<file path="config.mk">
export PLATFORM = sky130hd
export DESIGN_NAME = vectored_interrupt_priority
export DESIGN_NICKNAME = d
export VERILOG_FILES = /design/src/hdl/vip_pkg.sv /design/src/hdl/edge_detector.sv /design/src/hdl/vectored_interrupt_priority.sv
export SDC_FILE = /design/constraint.sdc
export NUM_CORES = 1
export LEC_CHECK = 0
export ABC_AREA = 1
export BUFFER_PORTS_ARGS = -buffer_cell sky130_fd_sc_hd__buf_2
export CAP_MARGIN = 20
export CORE_MARGIN = 2
export CORE_UTILIZATION = 36
export DETAILED_ROUTE_END_ITERATION = 16
export PLACE_DENSITY_LB_ADDON = 0.05
export SLEW_MARGIN = 20
export SYNTH_ARGS = -nofsm -noshare
export SYNTH_HDL_FRONTEND = slang
export SYNTH_HIERARCHICAL = 1
export SYNTH_SLANG_ARGS = --single-unit
</file>
<file path="constraint.sdc">
create_clock -name clk -period 3.3 [get_ports clk]
set_input_delay 0.66 -clock clk [delete_from_list [all_inputs] [get_ports clk]]
set_output_delay 0.66 -clock clk [all_outputs]
set_load 0.01 [all_outputs]
</file>
<file path="src/hdl/vip_pkg.sv">
// package: constants and types of the vectored interrupt priority unit
// Notes on behaviour
// - watchdog overflow in watchdog mode raises non-maskable request, vector 0004H
// - watchdog overflow in interval mode raises maskable level 0, same vector
// - three edge pins raise levels 1, 2, 3 with vectors 0006H, 0008H, 000AH
// - each pin edge selectable: rising, falling or both
// - async receive or sync transfer done share level 4, vector 000CH, by mode
// - async transmit done raises level 5, vector 000EH
// - eight-bit timer match raises level 6, vector 0010H
// - sixteen-bit timer match raises level 7, vector 0012H
// - conversion done raises level 8, lowest, vector 0014H
// - simultaneous maskable requests: smallest level number wins
package vip_pkg;
  localparam int num_maskable = 9;
  localparam int num_pins = 3;
  localparam logic [15:0] vec_watchdog = 16'h0004;
  localparam logic [15:0] vec_edge_0 = 16'h0006;
  localparam logic [15:0] vec_edge_1 = 16'h0008;
  localparam logic [15:0] vec_edge_2 = 16'h000a;
  localparam logic [15:0] vec_serial_rx = 16'h000c;
  localparam logic [15:0] vec_serial_tx = 16'h000e;
  localparam logic [15:0] vec_timer8 = 16'h0010;
  localparam logic [15:0] vec_timer16 = 16'h0012;
  localparam logic [15:0] vec_convert = 16'h0014;
  localparam logic [8:0] flags_reset = 9'h000;
  localparam logic [8:0] mask_reset = 9'h1ff;

  typedef enum logic [1:0] {
    edge_rising = 2'h0,
    edge_falling = 2'h1,
    edge_both = 2'h2
  } edge_sel_t;

  typedef struct packed {
    logic watchdog_overflow;
    logic watchdog_mode_1;
    logic async_receive_done;
    logic sync_transfer_done;
    logic serial_sync_mode;
    logic async_transmit_done;
    logic eight_bit_timer_match;
    logic sixteen_bit_timer_match;
    logic conversion_done;
  } source_events_t;

  typedef struct packed {
    logic valid;
    logic non_maskable;
    logic [3:0] level;
    logic [15:0] vector;
  } grant_t;
endpackage : vip_pkg

</file>
<file path="src/hdl/edge_detector.sv">
// edge detector for the external request pins
`timescale 1ns/1ps
module edge_detector
  import vip_pkg::*;
(
  input wire logic clk,
  input wire logic rst,
  input wire logic pin,
  input edge_sel_t sel,
  output logic hit
);
  logic sync1_r, sync1_nxt;
  logic sync2_r, sync2_nxt;
  logic prev_r, prev_nxt;
  logic rise, fall;

  always_comb begin
    sync1_nxt = pin;
    sync2_nxt = sync1_r;
    prev_nxt = sync2_r;
    rise = sync2_r & ~prev_r;
    fall = ~sync2_r & prev_r;
    case (sel)
      edge_rising: hit = rise;
      edge_falling: hit = fall;
      edge_both: hit = rise | fall;
      default: hit = 1'b0;
    endcase
  end

  always_ff @(posedge clk) begin
    if (rst) begin
      sync1_r <= 1'b0;
      sync2_r <= 1'b0;
      prev_r <= 1'b0;
    end else begin
      sync1_r <= sync1_nxt;
      sync2_r <= sync2_nxt;
      prev_r <= prev_nxt;
    end
  end
endmodule : edge_detector

</file>
<file path="src/hdl/vectored_interrupt_priority.sv">
// vectored interrupt unit: request flags, masking, priority and vector
`timescale 1ns/1ps
module vectored_interrupt_priority
  import vip_pkg::*;
(
  input wire logic clk,
  input wire logic rst,
  input source_events_t events,
  input wire logic [num_pins-1:0] edge_pins,
  input edge_sel_t edge_sel_0,
  input edge_sel_t edge_sel_1,
  input edge_sel_t edge_sel_2,
  input wire logic global_request_enable,
  input wire logic [num_maskable-1:0] source_mask_flag,
  input wire logic [num_maskable-1:0] flag_clear,
  input wire logic nmi_ack,
  input wire logic grant_ack,
  output grant_t grant,
  output logic [num_maskable-1:0] request_flags,
  output logic watchdog_overflow_request
);
  logic [num_maskable-1:0] flags_r, flags_nxt;
  logic [num_maskable-1:0] set_ev;
  logic [num_maskable-1:0] eligible;
  logic nmi_r, nmi_nxt;
  grant_t grant_r, grant_nxt;
  logic [num_pins-1:0] pin_hit;
  edge_sel_t sel_arr [num_pins];

  assign sel_arr[0] = edge_sel_0;
  assign sel_arr[1] = edge_sel_1;
  assign sel_arr[2] = edge_sel_2;

  genvar g;
  generate
    for (g = 0; g < num_pins; g++) begin : pins
      edge_detector u_det (
        .clk(clk),
        .rst(rst),
        .pin(edge_pins[g]),
        .sel(sel_arr[g]),
        .hit(pin_hit[g])
      );
    end
  endgenerate

  // bit index equals priority level, so bit 0 ranks highest
  function automatic logic [15:0] level_vector(input logic [3:0] lvl);
    case (lvl)
      4'h0: level_vector = vec_watchdog;
      4'h1: level_vector = vec_edge_0;
      4'h2: level_vector = vec_edge_1;
      4'h3: level_vector = vec_edge_2;
      4'h4: level_vector = vec_serial_rx;
      4'h5: level_vector = vec_serial_tx;
      4'h6: level_vector = vec_timer8;
      4'h7: level_vector = vec_timer16;
      4'h8: level_vector = vec_convert;
      default: level_vector = 16'h0000;
    endcase
  endfunction : level_vector

  always_comb begin
    set_ev[0] = events.watchdog_overflow & ~events.watchdog_mode_1;
    set_ev[3:1] = pin_hit;
    // serial mode picks which completion counts
    set_ev[4] = events.serial_sync_mode ? events.sync_transfer_done : events.async_receive_done;
    set_ev[5] = events.async_transmit_done;
    set_ev[6] = events.eight_bit_timer_match;
    set_ev[7] = events.sixteen_bit_timer_match;
    set_ev[8] = events.conversion_done;
    // set wins over a clear in the same cycle
    flags_nxt = (flags_r & ~flag_clear) | set_ev;
    // non-maskable stays until the core takes it
    nmi_nxt = (nmi_r & ~nmi_ack) | (events.watchdog_overflow & events.watchdog_mode_1);
    eligible = flags_r & ~source_mask_flag & {num_maskable{global_request_enable}};
    grant_nxt = '0;
    if (nmi_r) begin
      // bypasses mask and global enable
      grant_nxt.valid = 1'b1;
      grant_nxt.non_maskable = 1'b1;
      grant_nxt.vector = vec_watchdog;
    end else begin
      for (int i = num_maskable - 1; i >= 0; i--) begin
        if (eligible[i]) begin
          grant_nxt.valid = 1'b1;
          grant_nxt.level = 4'(i);
          grant_nxt.vector = level_vector(4'(i));
        end
      end
    end
    if (grant_ack) begin
      // taken flag is cleared by the core; suppress the stale grant for a cycle
      grant_nxt.valid = 1'b0;
    end
  end

  always_ff @(posedge clk) begin
    if (rst) begin
      flags_r <= flags_reset;
      nmi_r <= 1'b0;
      grant_r <= '0;
    end else begin
      flags_r <= flags_nxt;
      nmi_r <= nmi_nxt;
      grant_r <= grant_nxt;
    end
  end

  assign grant = grant_r;
  assign request_flags = flags_r;
  assign watchdog_overflow_request = nmi_r;
endmodule : vectored_interrupt_priority

</file>
==> reports/metrics.yaml <==
place:
  dp_hpwl_um: 1990
  place_inst: 285
  pre_cts_slack_ns: 1.68
  routabilityCongestion: 0.765
  portBuffers: 60
worst_setup_path:
  cp-startpoint: "request_flags[5]$_SDFF_PP0_"
  crit_path_end_kind: "output port"
  crit_fanout: 3
  start_kind: "flop"
  cpMaxStageDelayCell: "dfxtp_1"
  cpPeakStageDelay_ns: 0.38
  worstReg2RegStart: "pins[2].u_det/prev_r$_SDFF_PP0_"
  crit_family: "flip-flops"
  crit_arrival_ns: 0.80
  crit_buf_inv: 1
  path_cells: "buf_2"
  critPathKind: "flop to output port"
  required_ns: 2.64
clocking:
  clock_path_buffers: 2
  clockRootBuffer: "clkbuf_8"
  cts_sinks: 28
  cts_max_level: 1
  cts.clk_slew.worst_paths_ns: 0.09
  hold_buffers: 0
  cts_tree: "built"
  clk_latency_ns: 0.27
  ctsResizeCount: 0
  cts-buffers-inserted: 3
  post-cts-setup-buffers: 0
layout:
  area_delta_synth_final_pct: 25.4
  nets: 289
  final_common_cell: "buf_2"
  antenna_cells: 0
  drive_gt1_frac: 0.338
  final_cells: 288
  final_cell_mix: "buf_2, inv_1, nor2_1"
sta:
  final.setup.tns_ns: 0
  setup_slack_ns: 1.84
  rsz0062_at_grt: "no"
  maxSlewViolCount: 0
  setup_viol: 0
  finalHoldViolCount: 0
  max_clock_freq_ghz: 0.686
  finalCritPeriodShare: 0.442
  skew_ns: 0.00355
  min_period_ns: 1.46
die:
  start_util: 0.369
  die_x_um: 65.1
  die_area_um2: 4230
  num_rows: 22
  coreArea_um2: 3630
  die_h_um: 65.1
  io_pins: 73
route:
  post_drt_via_cell_ratio: 4.07
  vias: 1172
  drt_iter0_drc: 30
  drc: 0
  avgRoutedWirePerCell_um: 8.32
  ant_nets: 0
  dr.pass1.iters: 4
  routed_wl_um: 2400
synth:
  ys_seq_elements: 28
  syn_inst: 180
  yosys_most_used_dff: "dfxtp_1"
  synth_edf_count: 0
  yosysWarnings: 6
  synth.area.top_cells: "dfxtp_1, inv_1, nor2_1, buf_4, ha_1"
  synthArstFlopShare: 0
  syn_avg_cell_area_um2: 7.46
  synth_area_um2: 1340
  synth_top_area_share: 0.418
  ys_types: 23
  synth_top_area_cell: "dfxtp_1"
  yosysSeqAreaShare: 0.418
job:
  max-cap-violations: 0
power:
  p_leak_nw: 0.967
  powerDensity_nw_per_um2: 383
  finalPower_uw: 646
  ir_drop_mv: 0.236
global_route:
  grt_pass1_vias: 1028
  grt_use_total: 0.121
  grt_overflow: 0
  grt_first_pass_wirelength_um: 4060
  antenna_found_initial: 0
  grt_max_degree: 23
worst_hold_path:
  hold_path.class: "flop to flop"
  min-delay-start: "pins[1].u_det/sync1_r$_SDFF_PP0_"
outcome:
  outcome: "complete, no violations"
[kinds of logic after synthesis]
| logic type | Yosys count | share of synthesized area |
|---|---|---|
| flops | 28 | 0.418 |
| mux | 1 | 0.00839 |
| other cells | 1 | 0.00279 |
| simple gates | 76 | 0.266 |
| buf+inv | 53 | 0.185 |
| compound gates | 15 | 0.0652 |
| fa+ha+maj | 6 | 0.0559 |
[power breakdown]
group	total, mW	switching (mW)	internal, mW
sequential	0.363	0.00799	0.355
clock	0.179	0.0968	0.0817
combinational	0.104	0.0583	0.0462
[tightest hold or removal path: cells and delay by family (launching register included)]
family | cells | cell delay, ns
simple gates | 1 | 0.03
buf+inv | 1 | 0.04
flops | 1 | 0.30
[state kept, by name (all words and copies together), names as in the netlist]
name	flops
request_flags	9
grant	9
watchdog_overflow_request	1
pins.u_det/prev_nxt	3
pins.u_det/prev_r	3
pins.u_det/sync1_r	3
[through the flow]
step,hold slack (ns),cell area [um^2],util
2_1_floorplan,0.388,1380,-
3_5_place_dp,0.400,1640,0.452
6_report,0.403,1680,0.463
3_3_place_gp,0.392,1640,0.452
4_1_cts,0.410,1680,0.463
5_1_grt,0.423,1680,0.463
[area by class of cell]
type | count | area [um^2]
clock buffer | 3 | 41.3
fill | 411 | 1950
inverter | 39 | 146
multi-input combinational | 110 | 576
sequential | 28 | 561
tap | 48 | 60.1
timing repair buffer | 60 | 300
[routing by layer]
metal / vias up / share of wire / track usage
met2: 38 / 0.49 / 0.216
met5: - / 0 / 0
li1: 635 / - / -
met4: 0 / 0.0054 / 0.0234
met1: 497 / 0.44 / 0.143
met3: 2 / 0.067 / 0.0382
[cell usage after synthesis (2+ instances only)]
cell type / count
nor2_1: 36
nand3b_1: 3
ha_1: 6
nand3_2: 4
o21ai_0: 2
a21oi_1: 8
nand2_2: 4
nor2_2: 3
nand3_1: 6
buf_4: 13
inv_2: 2
dfxtp_1: 28
inv_1: 37
nand2_1: 18
a21oi_2: 2
[worst paths after layout]
kind	cells past startpoint	slack [ns]	to
setup / recovery	1	1.84	request_flags[5]
hold / removal	2	0.40	pins[1].u_det/prev_nxt$_SDFF_PP0_
setup reg to reg	7	2.19	request_flags[3]$_SDFF_PP0_
hold reg to reg	2	0.40	pins[1].u_det/prev_nxt$_SDFF_PP0_
No activity file was read; power rests on OpenSTA's default activity.
